--- src/shared/can_mode_consts.svh ---
`ifndef CAN_MODE_CONSTS_SVH
`define CAN_MODE_CONSTS_SVH

// ****************************************************************
// register indices (byte address is four times the index)
// ****************************************************************
`define IDX_CTL0 6'h00
`define IDX_CTL1 6'h01
`define IDX_BTR0 6'h02
`define IDX_BTR1 6'h03
`define IDX_RFLG 6'h04
`define IDX_RIER 6'h05
`define IDX_TFLG 6'h06
`define IDX_TIER 6'h07
`define IDX_TARQ 6'h08
`define IDX_TAAK 6'h09
`define IDX_TBSEL 6'h0A
`define IDX_IDAC 6'h0B
`define IDX_RXERR 6'h0E
`define IDX_TXERR 6'h0F
`define IDX_ACC_HI 2'h1

// ****************************************************************
// field positions
// ****************************************************************
`define CTL0_INIT_REQUEST 0
`define CTL0_SLEEP_REQUEST 1
`define CTL0_WAKE_ENABLE 2
`define CTL0_TIME 3
`define CTL0_STOP_IN_WAIT 5
`define CTL0_RXFRM 7
`define RFLG_WAKE_INTERRUPT_FLAG 7
`define CTL1_LOOPB 3
`define CTL1_WMASK 6'h3D

// ****************************************************************
// reset values
// ****************************************************************
`define BYTE_RST 8'h00
`define TFLG_RST 3'h7
`define TX_RECESSIVE 1'b1

// ****************************************************************
// resynchronisation counts
// ****************************************************************
`define SYNC_RECESSIVE_BITS 4'hB
`define SYNC_BUSOFF_RUNS 8'h80

`endif

--- src/shared/can_mode_pkg.sv ---
`default_nettype none
package can_mode_pkg;

   // operating mode of the handshake controller
   typedef enum logic [1:0] {
      ST_RESYNC,
      ST_NORMAL,
      ST_SLEEP,
      ST_INIT
   } mode_state_t;

   // complete state of the main controller
   typedef struct packed {
      mode_state_t st;
      logic rxfrm;
      logic stop_in_wait;
      logic synch;
      logic timer_en;
      logic wake_enable;
      logic sleep_request;
      logic init_request;
      logic [5:0] ctl1;
      logic sleep_acknowledge;
      logic init_acknowledge;
      logic [7:0] btr0;
      logic [7:0] btr1;
      logic [7:0] idac;
      logic [7:0] rier;
      logic wake_interrupt_flag;
      logic [2:0] tflg;
      logic [2:0] tier;
      logic [2:0] tarq;
      logic [2:0] taak;
      logic [2:0] tbsel;
      logic [1:0] phase;
      logic waitreq;
      logic [31:0] rdata;
      logic tx;
      logic abort;
      logic sync_run;
   } ctrl_state_t;

   // recessive-run counter state
   typedef struct packed {
      logic [3:0] bits;
      logic [7:0] runs;
      logic done;
   } sync_state_t;

   // acceptance code and mask storage
   typedef struct packed {
      logic [15:0][7:0] mem;
      logic [7:0] rdata;
   } acc_state_t;

endpackage : can_mode_pkg
`default_nettype wire

--- src/shared/mode_link_if.sv ---
`default_nettype none
interface mode_link_if;
   // acceptance storage port
   logic mem_we;
   logic [3:0] mem_waddr;
   logic [7:0] mem_wdata;
   logic [3:0] mem_raddr;
   logic [7:0] mem_rdata;
   // resynchronisation request and answer
   logic sync_run;
   logic sync_busoff;
   logic sync_done;

   modport ctrl (
      output mem_we, mem_waddr, mem_wdata, mem_raddr,
      input mem_rdata,
      output sync_run, sync_busoff,
      input sync_done
   );
   modport mem (
      input mem_we, mem_waddr, mem_wdata, mem_raddr,
      output mem_rdata
   );
   modport sync (
      input sync_run, sync_busoff,
      output sync_done
   );
endinterface : mode_link_if
`default_nettype wire

--- src/core/acc_store.sv ---
`include "can_mode_consts.svh"
`default_nettype none
module acc_store
   import can_mode_pkg::*;
(
   // clock and reset
   input wire logic i_core_clk,
   input wire logic i_sys_rst,
   // storage port
   mode_link_if.mem link
);

   acc_state_t q;
   acc_state_t d;

   // one write port, registered read one cycle after the address
   always_comb begin
      d = q;
      if (link.mem_we) begin
         d.mem[link.mem_waddr] = link.mem_wdata;
      end
      d.rdata = q.mem[link.mem_raddr];
   end

   always_ff @(posedge i_core_clk or posedge i_sys_rst) begin
      if (i_sys_rst) begin
         q <= '0;
      end else begin
         q <= d;
      end
   end

   assign link.mem_rdata = q.rdata;

endmodule : acc_store
`default_nettype wire

--- src/core/bus_resync.sv ---
`include "can_mode_consts.svh"
`default_nettype none
module bus_resync
   import can_mode_pkg::*;
(
   // clock and reset
   input wire logic i_core_clk,
   input wire logic i_sys_rst,
   // bit stream from the receive front end
   input wire logic i_bit_tick,
   input wire logic i_rx_bit,
   // request and answer
   mode_link_if.sync link
);

   sync_state_t q;
   sync_state_t d;

   // counts runs of recessive bits; any dominant bit restarts the run
   always_comb begin
      d = q;
      if (!link.sync_run) begin
         d = '0;
      end else if (i_bit_tick && !q.done) begin
         if (!i_rx_bit) begin
            d.bits = 4'h0;
         end else if (q.bits == `SYNC_RECESSIVE_BITS - 4'h1) begin
            d.bits = 4'h0;
            // bus-off waits for many runs, otherwise one is enough
            if (!link.sync_busoff) begin
               d.done = 1'b1; // RL11
            end else if (q.runs == `SYNC_BUSOFF_RUNS - 8'h01) begin
               d.done = 1'b1; // RL12
            end else begin
               d.runs = q.runs + 8'h01; // RL12
            end
         end else begin
            d.bits = q.bits + 4'h1;
         end
      end
   end

   always_ff @(posedge i_core_clk or posedge i_sys_rst) begin
      if (i_sys_rst) begin
         q <= '0;
      end else begin
         q <= d;
      end
   end

   assign link.sync_done = q.done;

endmodule : bus_resync
`default_nettype wire

--- src/core/can_mode_ctrl.sv ---
`include "can_mode_consts.svh"
`default_nettype none

// Functional notes
// RL1: sleep entry waits for idle bus
// RL2: sleep acknowledge set on entry
// RL3: sleep request refused while wake flag set
// RL4: sleep ends by software or wake-up
// RL5: sleep request clear ignored before sleep
// RL6: init request aborts traffic, drops sync
// RL7: init acknowledge set on entry
// RL8: init entry resets control and flag registers
// RL9: config registers writable only in init
// RL10: error counters untouched by init
// RL11: resync after 11 recessive bits
// RL12: bus-off waits 128 recessive runs
// RL13: software writes flags after init ends
// RL14: init request clear ignored before init
// RL15: init request forces transmit recessive
// RL16: wait or stop forces transmit recessive (the code forces it in wait only while stop in wait is set)
// RL17: software should sleep before init
// RL18: software enables wake before stop
// RL19: wake disabled ignores bus while asleep
// RL20: control 0 held reset during init
// RL21: acknowledges drop when mode left
// RL22: init wins over sleep, ignores idle
module can_mode_ctrl
   import can_mode_pkg::*;
(
   // clock and reset
   input wire logic i_core_clk,
   input wire logic i_sys_rst,
   // avalon-mm slave
   input wire logic [7:0] i_avs_address,
   input wire logic i_avs_read,
   input wire logic i_avs_write,
   input wire logic [3:0] i_avs_byteenable,
   input wire logic [31:0] i_avs_writedata,
   output logic [31:0] o_avs_readdata,
   output logic o_avs_waitrequest,
   // status from the frame engine
   input wire logic i_rx_active,
   input wire logic i_rx_frame_ok,
   input wire logic [2:0] i_tx_done,
   input wire logic [2:0] i_tx_aborted,
   input wire logic [1:0] i_rx_state,
   input wire logic [1:0] i_tx_state,
   input wire logic [7:0] i_rx_err_cnt,
   input wire logic [7:0] i_tx_err_cnt,
   input wire logic i_bus_off,
   input wire logic i_engine_tx,
   // bus line and bit timing
   input wire logic i_rx_bit,
   input wire logic i_bit_tick,
   // cpu power state
   input wire logic i_cpu_wait,
   input wire logic i_cpu_stop,
   // controls and pin
   output logic o_bus_transmit_pin,
   output logic o_engine_abort,
   output logic o_synch,
   output logic o_sleep_acknowledge,
   output logic o_init_acknowledge
);

   // ****************************************************************
   // state and helpers
   // ****************************************************************
   ctrl_state_t q;
   ctrl_state_t d;
   logic [5:0] idx;
   logic [7:0] wd;
   logic req;
   logic wr_en;
   logic init_act;
   logic sleep_act;
   logic init_busy;
   logic is_acc;
   logic force_rec;
   logic [7:0] rbyte;

   mode_link_if link ();

   assign idx = i_avs_address[7:2];
   assign wd = i_avs_writedata[7:0];
   assign req = i_avs_read | i_avs_write;
   // a write lands on the edge that ends the waitrequest-low cycle
   assign wr_en = i_avs_write & (q.phase == 2'h2) & i_avs_byteenable[0];
   assign init_act = q.init_request & q.init_acknowledge;
   assign sleep_act = q.sleep_request & q.sleep_acknowledge;
   // the rxfrm, stop in wait and time bits of control 0 stay locked until both handshake bits are low
   assign init_busy = q.init_request | q.init_acknowledge;
   assign is_acc = (idx[5:4] == `IDX_ACC_HI);

   // ****************************************************************
   // helper blocks
   // ****************************************************************
   // acceptance codes and masks, writable only in init mode
   assign link.mem_we = wr_en & is_acc & init_act; // RL9
   assign link.mem_waddr = idx[3:0];
   assign link.mem_wdata = wd;
   assign link.mem_raddr = idx[3:0];
   assign link.sync_run = q.sync_run;
   assign link.sync_busoff = i_bus_off;

   acc_store u_acc (
      .i_core_clk(i_core_clk),
      .i_sys_rst(i_sys_rst),
      .link(link.mem)
   );

   bus_resync u_resync (
      .i_core_clk(i_core_clk),
      .i_sys_rst(i_sys_rst),
      .i_bit_tick(i_bit_tick),
      .i_rx_bit(i_rx_bit),
      .link(link.sync)
   );

   // ****************************************************************
   // register read mux
   // ****************************************************************
   // status fields and error counters come straight from the engine
   always_comb begin
      case (idx)
         `IDX_CTL0: rbyte = {q.rxfrm, i_rx_active, q.stop_in_wait, q.synch,
                             q.timer_en, q.wake_enable, q.sleep_request, q.init_request};
         `IDX_CTL1: rbyte = {q.ctl1, q.sleep_acknowledge, q.init_acknowledge};
         `IDX_BTR0: rbyte = q.btr0;
         `IDX_BTR1: rbyte = q.btr1;
         `IDX_RFLG: rbyte = {q.wake_interrupt_flag, 1'b0, i_rx_state, i_tx_state, 2'b00};
         `IDX_RIER: rbyte = q.rier;
         `IDX_TFLG: rbyte = {5'h00, q.tflg};
         `IDX_TIER: rbyte = {5'h00, q.tier};
         `IDX_TARQ: rbyte = {5'h00, q.tarq};
         `IDX_TAAK: rbyte = {5'h00, q.taak};
         `IDX_TBSEL: rbyte = {5'h00, q.tbsel};
         `IDX_IDAC: rbyte = q.idac;
         `IDX_RXERR: rbyte = i_rx_err_cnt; // RL10
         `IDX_TXERR: rbyte = i_tx_err_cnt; // RL10
         default: rbyte = is_acc ? link.mem_rdata : `BYTE_RST;
      endcase
   end

   // ****************************************************************
   // next state
   // ****************************************************************
   always_comb begin
      d = q;

      // bus handshake: idle, storage read, answer
      case (q.phase)
         2'h0: begin
            if (req) begin
               d.phase = 2'h1;
            end
         end
         2'h1: begin
            d.phase = 2'h2;
            d.waitreq = 1'b0;
            d.rdata = {24'h00_0000, rbyte};
         end
         2'h2: begin
            d.phase = 2'h0;
            d.waitreq = 1'b1;
         end
         default: begin
            d.phase = 2'h0;
            d.waitreq = 1'b1;
         end
      endcase

      // software writes
      if (wr_en) begin
         case (idx)
            `IDX_CTL0: begin
               // setting is always taken, clearing only in init mode
               if (wd[`CTL0_INIT_REQUEST] || init_act) begin
                  d.init_request = wd[`CTL0_INIT_REQUEST]; // RL14
               end
               if (!init_act) begin
                  // set refused on pending wake, clear needs sleep
                  if (wd[`CTL0_SLEEP_REQUEST] ? !q.wake_interrupt_flag : sleep_act) begin
                     d.sleep_request = wd[`CTL0_SLEEP_REQUEST]; // RL3 RL5
                  end
                  d.wake_enable = wd[`CTL0_WAKE_ENABLE];
               end
               if (!init_busy) begin
                  d.stop_in_wait = wd[`CTL0_STOP_IN_WAIT]; // RL20
                  d.timer_en = wd[`CTL0_TIME];
                  if (wd[`CTL0_RXFRM]) begin
                     d.rxfrm = 1'b0;
                  end
               end
            end
            `IDX_CTL1: begin
               if (init_act) begin
                  d.ctl1 = wd[7:2] & `CTL1_WMASK; // RL9
               end
            end
            `IDX_BTR0: begin
               if (init_act) begin
                  d.btr0 = wd; // RL9
               end
            end
            `IDX_BTR1: begin
               if (init_act) begin
                  d.btr1 = wd; // RL9
               end
            end
            `IDX_IDAC: begin
               if (init_act) begin
                  d.idac = wd; // RL9
               end
            end
            `IDX_RFLG: begin
               if (wd[`RFLG_WAKE_INTERRUPT_FLAG]) begin
                  d.wake_interrupt_flag = 1'b0;
               end
            end
            `IDX_RIER: d.rier = wd;
            `IDX_TFLG: d.tflg = q.tflg & ~wd[2:0];
            `IDX_TIER: d.tier = wd[2:0];
            `IDX_TARQ: d.tarq = wd[2:0];
            `IDX_TBSEL: d.tbsel = wd[2:0];
            default: d.tbsel = d.tbsel;
         endcase
      end

      // engine events after the clears, so a set in the same cycle wins
      if (i_rx_frame_ok) begin
         d.rxfrm = 1'b1;
      end
      d.tflg = d.tflg | i_tx_done;
      d.taak = d.taak | i_tx_aborted;
      d.tarq = d.tarq & ~i_tx_aborted;

      // mode sequencing
      case (q.st)
         ST_NORMAL: begin
            if (q.init_request) begin
               // abort is already driven, so acknowledge at once
               d.st = ST_INIT; // RL22
               d.init_acknowledge = 1'b1; // RL7
               d.synch = 1'b0; // RL6
            end else if (q.sleep_request && !i_rx_active && (&q.tflg)) begin
               d.st = ST_SLEEP; // RL1
               d.sleep_acknowledge = 1'b1; // RL2
            end
         end
         ST_SLEEP: begin
            if (q.init_request) begin
               d.st = ST_INIT; // RL22
               d.sleep_acknowledge = 1'b0; // RL21
               d.init_acknowledge = 1'b1; // RL7
               d.synch = 1'b0; // RL6
            end else if (!q.sleep_request) begin
               d.st = ST_NORMAL; // RL4
               d.sleep_acknowledge = 1'b0; // RL21
            end else if (q.wake_enable && !i_rx_bit) begin
               // dominant level wakes only when enabled
               d.st = ST_NORMAL; // RL19
               d.sleep_request = 1'b0; // RL4
               d.sleep_acknowledge = 1'b0; // RL21
               d.wake_interrupt_flag = 1'b1;
            end
         end
         ST_INIT: begin
            // held in reset; status fields and counters are not stored
            d.rxfrm = 1'b0; // RL8 RL20
            d.stop_in_wait = 1'b0; // RL20
            d.timer_en = 1'b0; // RL20
            d.synch = 1'b0; // RL6
            d.wake_interrupt_flag = 1'b0; // RL8
            d.rier = `BYTE_RST; // RL8
            d.tflg = `TFLG_RST; // RL8
            d.tier = 3'h0; // RL8
            d.tarq = 3'h0; // RL8
            d.taak = 3'h0; // RL8
            d.tbsel = 3'h0; // RL8
            if (!q.init_request) begin
               d.st = ST_RESYNC; // RL11
               d.init_acknowledge = 1'b0; // RL21
               d.sync_run = 1'b1;
            end
         end
         ST_RESYNC: begin
            if (q.init_request) begin
               d.st = ST_INIT;
               d.init_acknowledge = 1'b1; // RL7
               d.sync_run = 1'b0;
            end else if (link.sync_done) begin
               d.st = ST_NORMAL; // RL11 RL12
               d.synch = 1'b1;
               d.sync_run = 1'b0;
            end
         end
         default: begin
            d.st = ST_INIT;
         end
      endcase

      // the new request value acts on the same edge as the write
      d.abort = d.init_request | d.init_acknowledge; // RL6
      // recessive through the whole init handshake, stop, wait with stop in wait set, or loopback
      force_rec = d.abort // RL15
                  | (i_cpu_wait & q.stop_in_wait) | i_cpu_stop // RL16
                  | q.ctl1[`CTL1_LOOPB];
      d.tx = force_rec ? `TX_RECESSIVE : i_engine_tx;
   end

   // ****************************************************************
   // state register
   // ****************************************************************
   always_ff @(posedge i_core_clk or posedge i_sys_rst) begin
      if (i_sys_rst) begin
         q <= '0;
         q.waitreq <= 1'b1;
         q.tflg <= `TFLG_RST;
         q.tx <= `TX_RECESSIVE;
         q.sync_run <= 1'b1;
      end else begin
         q <= d;
      end
   end

   // ****************************************************************
   // outputs
   // ****************************************************************
   assign o_avs_readdata = q.rdata;
   assign o_avs_waitrequest = q.waitreq;
   assign o_bus_transmit_pin = q.tx;
   assign o_engine_abort = q.abort;
   assign o_synch = q.synch;
   assign o_sleep_acknowledge = q.sleep_acknowledge;
   assign o_init_acknowledge = q.init_acknowledge;

endmodule : can_mode_ctrl
`default_nettype wire

--- config.mk ---
export PLATFORM = sky130hd
export DESIGN_NAME = can_mode_ctrl
export DESIGN_NICKNAME = d
export VERILOG_FILES = /design/src/shared/can_mode_pkg.sv /design/src/shared/mode_link_if.sv /design/src/core/acc_store.sv /design/src/core/bus_resync.sv /design/src/core/can_mode_ctrl.sv
export VERILOG_INCLUDE_DIRS = /design/src /design/src/shared
export SDC_FILE = /design/constraint.sdc
export NUM_CORES = 1
export LEC_CHECK = 0
export BUFFER_PORTS_ARGS = -buffer_cell sky130_fd_sc_hd__buf_2
export CORE_AREA = 2 2 175 109
export DETAILED_ROUTE_END_ITERATION = 10
export DIE_AREA = 0 0 177 111
export PLACE_DENSITY = 0.85
export SLEW_MARGIN = 30
export SYNTH_ARGS = -nofsm -noshare
export SYNTH_HDL_FRONTEND = slang
export SYNTH_SLANG_ARGS = --single-unit
export TNS_END_PERCENT = 20
--- constraint.sdc ---
create_clock -name i_core_clk -period 14.25 [get_ports i_core_clk]
set_input_delay 1.425 -clock i_core_clk [delete_from_list [all_inputs] [get_ports i_core_clk]]
set_output_delay 1.425 -clock i_core_clk [all_outputs]
set_load 0.02 [all_outputs]
==> out/results.ini, run 1 <==
[routing]
drc = 0
vias = 7612
via_per_inst = 6.62
wire_per_inst_um = 24.1
first_iter_violations = 951
firstDrtPassIters = 7
ant_nets = 0
routed_wl_um = 27800

[global_routing]
grt_max_degree = 157
overflow = 0
grt_pass1_wl_um = 44100
grt_pass1_vias = 7693
antenna_found_initial = 0
grt.total_usage_pct = 29.1

[synth]
synth.largest_area_cell = dfrtp_1
syn_area_mm2 = 0.0113
synth_area_leaders = dfrtp_1, mux2_2, mux4_2, buf_4, mux2i_1
synth-edff-count = 0
async_reset_ff_share_pct = 100
ys_seq_area_share_pct = 50.2
synth_top_area_share_pct = 48.8
synth.distinct_cells = 70
synthFlopType = dfrtp_1
synth_seq_cells = 227
yosys_warnings = 0
synthCells = 860
avgSynthCellArea_um2 = 13.2

[sta]
rsz0062_at_grt = no
worst_pin_slew_ps = 1070
setup_tns_ps = 0
fin_crit_sh_pct = 27.7
setup_viol = 0
timing.hold.ws_ps = 502
period_needed_ps = 3950
hold_violations = 0
slew_violations = 0
finClkSkew_ps = 10.3
relSlewSlack_pct = 26.5
final.setup.worst_slack_ps = 10300
max_freq_mhz = 253

[setup_path]
slowest_delay_ps = 710
criticalPathCategory = primary input to flip-flop
required_ps = 14640
critPathMaxFanout = 39
cp.arrival_ps = 4350
crit_chain = buf_2 -> buf_4 -> nor2b_1 -> and3_1 -> mux2i_1 -> nor2_1
startpoint_type = primary input
cp_slowest_cell = and3_1
endpoint_kind = flip-flop

[die]
num_rows = 39
ios = 120
die_x_um = 177
coreArea_mm2 = 0.0183
die_area_mm2 = 0.0196
initial_utilization_pct = 61.9
die_y_um = 111

[clock_network]
clock_path_buffers = 3
post_cts_buffers = 0
cts_hold_buf = 0
clock_latency_ps = 510
clk_pin_slew_worst_paths_ps = 60
numCtsBuffers = 22
ctsRootBufferMaster = clkbuf_16
cts_tree = yes
htreeDepth = 1
cts.sinks = 227
cts_resized = 0

[min_path]
min_path_type = flip-flop to flip-flop

[place]
routabilityCongestion = 0.899
dp_slack_ps = 9770
io_buffer_count = 66
hpwl_um = 17900

[cells_and_area]
drive_gt1_share_pct = 38.4
syn2layout_area_growth_pct = 9.00
antenna_cells = 0
postLayoutCoreUtil_pct = 67.5
fillers = 1270
nets = 978

[pwr]
p_leak_uw = 0.00596
ir_drop_v = 0.0000819
powerDensity_mw_per_mm2 = 126

[outcome]
outcome = finished clean

[job]
drv_cap = 0

==> worst paths after layout <==
check,cells past startpoint,startpoint,slack [ps],endpoint
max reg2reg,5,q[36],11700,u_acc.q[120]
min reg2reg,2,q[42],500,q[42]
min,2,q[42],500,q[42]
min in group asynchronous,2,i_sys_rst,1060,u_resync.q[2]
max,6,i_avs_address[2],10300,q[57]
max in group asynchronous,3,i_sys_rst,12090,u_acc.q[77]
==> layout by cell type, fill, tap and decap left out, types with 4 or more instances in the layout <==
cell and n:
nand3b_1 6, nand4_2 4, nand4_1 6, nor2b_1 6, ha_1 8, dfrtp_1 221, a21oi_1 20, a211o_1 5
mux4_2 40, nand3_4 10, o31ai_1 6, and3_1 25, dfstp_2 6, inv_1 12, a221oi_1 8, nand2b_1 10
or4_1 4, clkbuf_16 23, and3b_1 4, mux2_2 163, clkinv_2 4, buf_4 9, a31oi_1 7, mux2i_1 23
conb_1 24, nand3_1 12, nor4_1 5, nor3_1 10, a2111oi_0 10, nor2_1 46, buf_2 66, nand2_1 22
clkbuf_1 9
==> per-stage QoR <==
stage | power (uW) | cell area (um2) | cells
after floorplan | 910 | 11400 | 883
after global placement | 962 | 11600 | 1110
after detailed placement | 970 | 11600 | 1110
after CTS | 1560 | 12300 | 1150
after global routing | 1620 | 12300 | 1150
final | 1560 | 12300 | 1150
==> state kept, by name (all words and copies together), names as in the netlist <==
signal                   cells
o_avs_waitrequest            1
u_acc.link.mem_rdata         8
link.sync_run                1
u_acc.q                    128
o_sleep_acknowledge          1
q                           63
o_engine_abort               1
o_init_acknowledge           1
o_bus_transmit_pin           1
u_resync.link.sync_done      1
o_synch                      1
u_resync.q                  12
o_avs_readdata               8
==> synthesized netlist by cell type, drive strengths merged (11+ instances only) <==
| cell type | instances |
|---|---|
| mux4 | 40 |
| dfrtp | 221 |
| mux2 | 163 |
| nor3 | 16 |
| and3 | 25 |
| buf | 59 |
| mux2i | 23 |
| nand2 | 22 |
| nand3 | 24 |
| nor2 | 47 |
| clkbuf | 36 |
| a2111oi | 11 |
| inv | 13 |
| a21oi | 20 |
==> critical path: cells and delay by family <==
kind,cells,cell delay (ps)
buffers and inverters,2,1160
muxes,1,310
and+or+nand+nor,3,1440
==> routing by layer <==
metal,vias up,routed length (um),track usage [%]
met5,-,0,0
met4,0,896,8.93
met3,85,2610,6.72
met2,409,12300,42.6
met1,3902,11900,43.7
li1,3216,-,-
==> power by group <==
part           switching [uW]  total, uW  internal [uW]
sequential               36.5        719            682
combinational             164        247           82.4
clock                     248        592            344
==> logic make-up after synthesis <==
logic type / after synthesis / synth area share [%]
compound gates: 90 / 5.96
other cells: 1 / 0.0331
buf+inv: 110 / 5.11
mux: 226 / 26.2
fa+ha+maj: 9 / 0.972
flops: 227 / 50.2
simple gates: 197 / 11.5
==> layout make-up <==
type / instances / area (um2) / share of cell area [%]
Sequential cell: 227 / 5690 / 46.1
Multi-Input combinational cell: 546 / 5160 / 41.8
Clock buffer: 34 / 637 / 5.16
Timing Repair Buffer: 76 / 409 / 3.31
Tap cell: 246 / 308 / 2.49
Clock inverter: 6 / 80.1 / 0.648
Inverter: 15 / 68.8 / 0.557
Power figures use the tool's default switching activity.
==> inputs of run 2 (changes only) <==
- ABC_AREA: not set -> 1
- CORE_AREA: 2 2 175 109 -> 2 2 177 109
- DIE_AREA: 0 0 177 111 -> 0 0 179 111
- PLACE_DENSITY: 0.85 -> 0.8
- clock period: 14.25 -> 4 ns (I/O delays scaled with it)
==> run 2 against run 1 <==
Compared with the run above:
- clock skew up 1.4 ps
- setup slack worse by 8600 ps
- final cell count grew 35%
- clock power grew to 3.9 times the previous value
- area after synthesis decreased by 6.2%
- global-route usage up 0.22 points
- clock-buffer cell count unchanged
==> out/results.ini, run 2 <==
[outcome]
outcome = finished clean  ; unchanged

[routing]
ant_nets = 0  ; unchanged
first_iter_violations = 1172  ; was 951
firstDrtPassIters = 6  ; was 7
wire_per_inst_um = 18.3  ; was 24.1 um
routed_wl_um = 28400  ; was 27800 um
drc = 0  ; unchanged
vias = 9120  ; was 7612
via_per_inst = 5.89  ; was 6.62

[sta]
rsz0062_at_grt = no  ; unchanged
relSlewSlack_pct = 37.4  ; was 26.5%
max_freq_mhz = 430
timing.hold.ws_ps = 74.6  ; was 502 ps
setup_tns_ps = 0  ; unchanged
slew_violations = 0  ; unchanged
setup_viol = 0  ; unchanged
worst_pin_slew_ps = 938  ; was 1070 ps
fin_crit_sh_pct = 58.1
finClkSkew_ps = 11.8  ; was 10.3 ps
hold_violations = 0  ; unchanged
final.setup.worst_slack_ps = 1680  ; was 10300 ps
period_needed_ps = 2320

[cells_and_area]
fin_cells = 1549  ; was 1150
final_common_cell = nand2_1  ; was dfrtp_1
top_register = u_acc.q  ; unchanged
reg.largest.list = u_acc.q (128), q (63), u_resync.q (12)  ; unchanged
nets = 1376  ; was 978
mostFrequentLayoutCells = nand2_1, dfrtp_1, o21ai_0, nor2_1, buf_2  ; was dfrtp_1, mux2_2, buf_2, nor2_1, mux4_2
postLayoutCoreUtil_pct = 63.8  ; was 67.5%
syn2layout_area_growth_pct = 11.0  ; was 9.00%
largest_reg_flops = 128  ; unchanged
drive_gt1_share_pct = 11.4  ; was 38.4%
fillers = 1512  ; was 1270

[synth]
synth_commonest_cells = nand2_1, dfrtp_1, o21ai_0  ; was dfrtp_1, mux2_2, nor2_1
synth_area_leaders = dfrtp_1, nand2_1, o21ai_0, a22oi_1, nor2_1  ; was dfrtp_1, mux2_2, mux4_2, buf_4, mux2i_1
yosys_warnings = 0  ; unchanged
synth.largest_area_cell = dfrtp_1  ; unchanged
syn_area_mm2 = 0.0106  ; was 0.0113 mm2
synth-edff-count = 0  ; unchanged
synth_top_area_share_pct = 52.0  ; was 48.8%
synthCells = 1252  ; was 860
ys_seq_area_share_pct = 53.5  ; was 50.2%
async_reset_ff_share_pct = 100  ; unchanged
avgSynthCellArea_um2 = 8.49  ; was 13.2 um2
synthFlopType = dfrtp_1  ; unchanged
synth_seq_cells = 227  ; unchanged
synth.distinct_cells = 40  ; was 70
synthMostInstantiatedCell = nand2_1  ; was dfrtp_1

[setup_path]
startpoint_type = flip-flop  ; was primary input
required_ps = 4340  ; was 14640 ps
crit_chain = inv_1 -> nand4_2 -> nor2_2 -> nand2_2 -> clkinv_2 -> nand3_2 -> nand2_1 -> o21ai_0  ; was buf_2 -> buf_4 -> nor2b_1 -> and3_1 -> mux2i_1 -> nor2_1
rrSetupSlack_ps = 1680  ; was 11700 ps
cp.arrival_ps = 2670  ; was 4350 ps
criticalPathCategory = flip-flop to flip-flop  ; was primary input to flip-flop
cp_slowest_cell = nor2_2  ; was and3_1
critPathMaxFanout = 16  ; was 39
endpoint_kind = flip-flop  ; unchanged
slowest_delay_ps = 440  ; was 710 ps

[place]
hpwl_um = 19000  ; was 17900 um
routabilityCongestion = 0.896  ; was 0.899
dp_slack_ps = 1280  ; was 9770 ps
dp.cells = 1507  ; was 1110
io_buffer_count = 66  ; unchanged

[clock_network]
ctsRootBufferMaster = clkbuf_16  ; unchanged
cts.sinks = 227  ; unchanged
clk_pin_slew_worst_paths_ps = 60  ; about the same
cts_resized = 0  ; unchanged
clock_path_buffers = 3  ; unchanged
cts_tree = yes  ; unchanged
clock_latency_ps = 510  ; about the same
htreeDepth = 1  ; unchanged
numCtsBuffers = 22  ; unchanged

[min_path]
min_path_type = primary input to flip-flop  ; was flip-flop to flip-flop

[global_routing]
antenna_found_initial = 1  ; was 0
overflow = 0  ; unchanged
grt_max_degree = 87  ; was 157
grt_pass1_wl_um = 45600  ; was 44100 um
grt_pass1_vias = 8440  ; was 7693
grt.total_usage_pct = 29.3  ; was 29.1%

[die]
num_rows = 39  ; unchanged
die_area_mm2 = 0.0199  ; was 0.0196 mm2
initial_utilization_pct = 57.5  ; was 61.9%
die_x_um = 179  ; was 177 um
coreArea_mm2 = 0.0185  ; was 0.0183 mm2
die_y_um = 111  ; unchanged
ios = 120  ; unchanged

[job]
drv_cap = 0  ; unchanged

[pwr]
powerDensity_mw_per_mm2 = 474  ; was 126 mW/mm2
ir_drop_v = 0.000409  ; was 0.0000819 V
p_leak_uw = 0.00545  ; was 0.00596 uW

## run 2: cell families (layout without fill, tap and decap cells)
| kind of cell | Yosys count | in the layout | share of synthesized area, % |
|---|---|---|---|
| buffers and inverters | 152 | 179 | 6.70 |
| AO/OA/AOI/OAI | 306 | 306 | 16.3 |
| multiplexers | 1 | 1 | 0.0942 |
| XOR/XNOR | 7 | 7 | 0.577 |
| adder cells (fa/ha/maj) | 8 | 8 | 0.942 |
| other | 1 | 25 | 0.0353 |
| flip-flops | 227 | 227 | 53.5 |
| AND/OR/NAND/NOR | 550 | 550 | 21.8 |
## run 2: final timing paths
check,startpoint,endpoint,depth (start not counted)
worst max-delay path,q[36],u_acc.q[14],8
worst min-delay path,i_tx_aborted[1],q[45],2
worst max register to register,q[36],u_acc.q[14],8
worst min register to register,q[36],q[36],1
max in group asynchronous,i_sys_rst,q[80],4
min in group asynchronous,i_sys_rst,u_acc.q[131],3
## run 2: per-layer routing
| layer | vias up | part of all wire, % | global-route usage, % |
|---|---|---|---|
| li1 | 4194 | - | - |
| met1 | 4388 | 44 | 46.8 |
| met2 | 496 | 41 | 39.3 |
| met3 | 42 | 12 | 8.44 |
| met4 | 0 | 2.1 | 6.67 |
| met5 | - | 0 | 0 |
## run 2: critical path, delay by kind of cell, from the launching register on
kind / cells / cell delay (ps)
AOI/OAI and AO/OA: 1 / 100
buffers and inverters: 2 / 280
DFF: 1 / 370
and+or+nand+nor: 5 / 1400
## run 2: per-stage QoR
step           cell area, um2  power (uW)
2_1_floorplan           10700        3130
3_3_place_gp            11000        3300
3_5_place_dp            11000        3320
4_1_cts                 11800        5600
5_1_grt                 11800        5820
6_report                11800        5600
## run 2: repair_timing
item	in CTS	in global routing
hold endpoints to repair	18	0
buffers inserted	0	0
hold buffers	1	0
## run 2: cell type report
class / instances / area (um2) / area share [%]
Sequential cell: 227 / 5690 / 48.2
Clock inverter: 6 / 133 / 1.12
Tap cell: 246 / 308 / 2.61
Clock buffer: 34 / 667 / 5.65
Multi-Input combinational cell: 896 / 4320 / 36.6
Timing Repair Buffer: 76 / 433 / 3.67
Inverter: 63 / 241 / 2.05
Antenna cell: 1 / 2.50 / 0.0212
## run 2: where the power goes
| group | switching, uW | leakage [uW] | total, uW | internal [uW] |
|---|---|---|---|---|
| clock | 882 | 0.000387 | 2290 | 1410 |
| combinational | 537 | 0.00196 | 736 | 200 |
| sequential | 114 | 0.00310 | 2570 | 2460 |
| total | 1530 | 0.00545 | 5600 | 4060 |
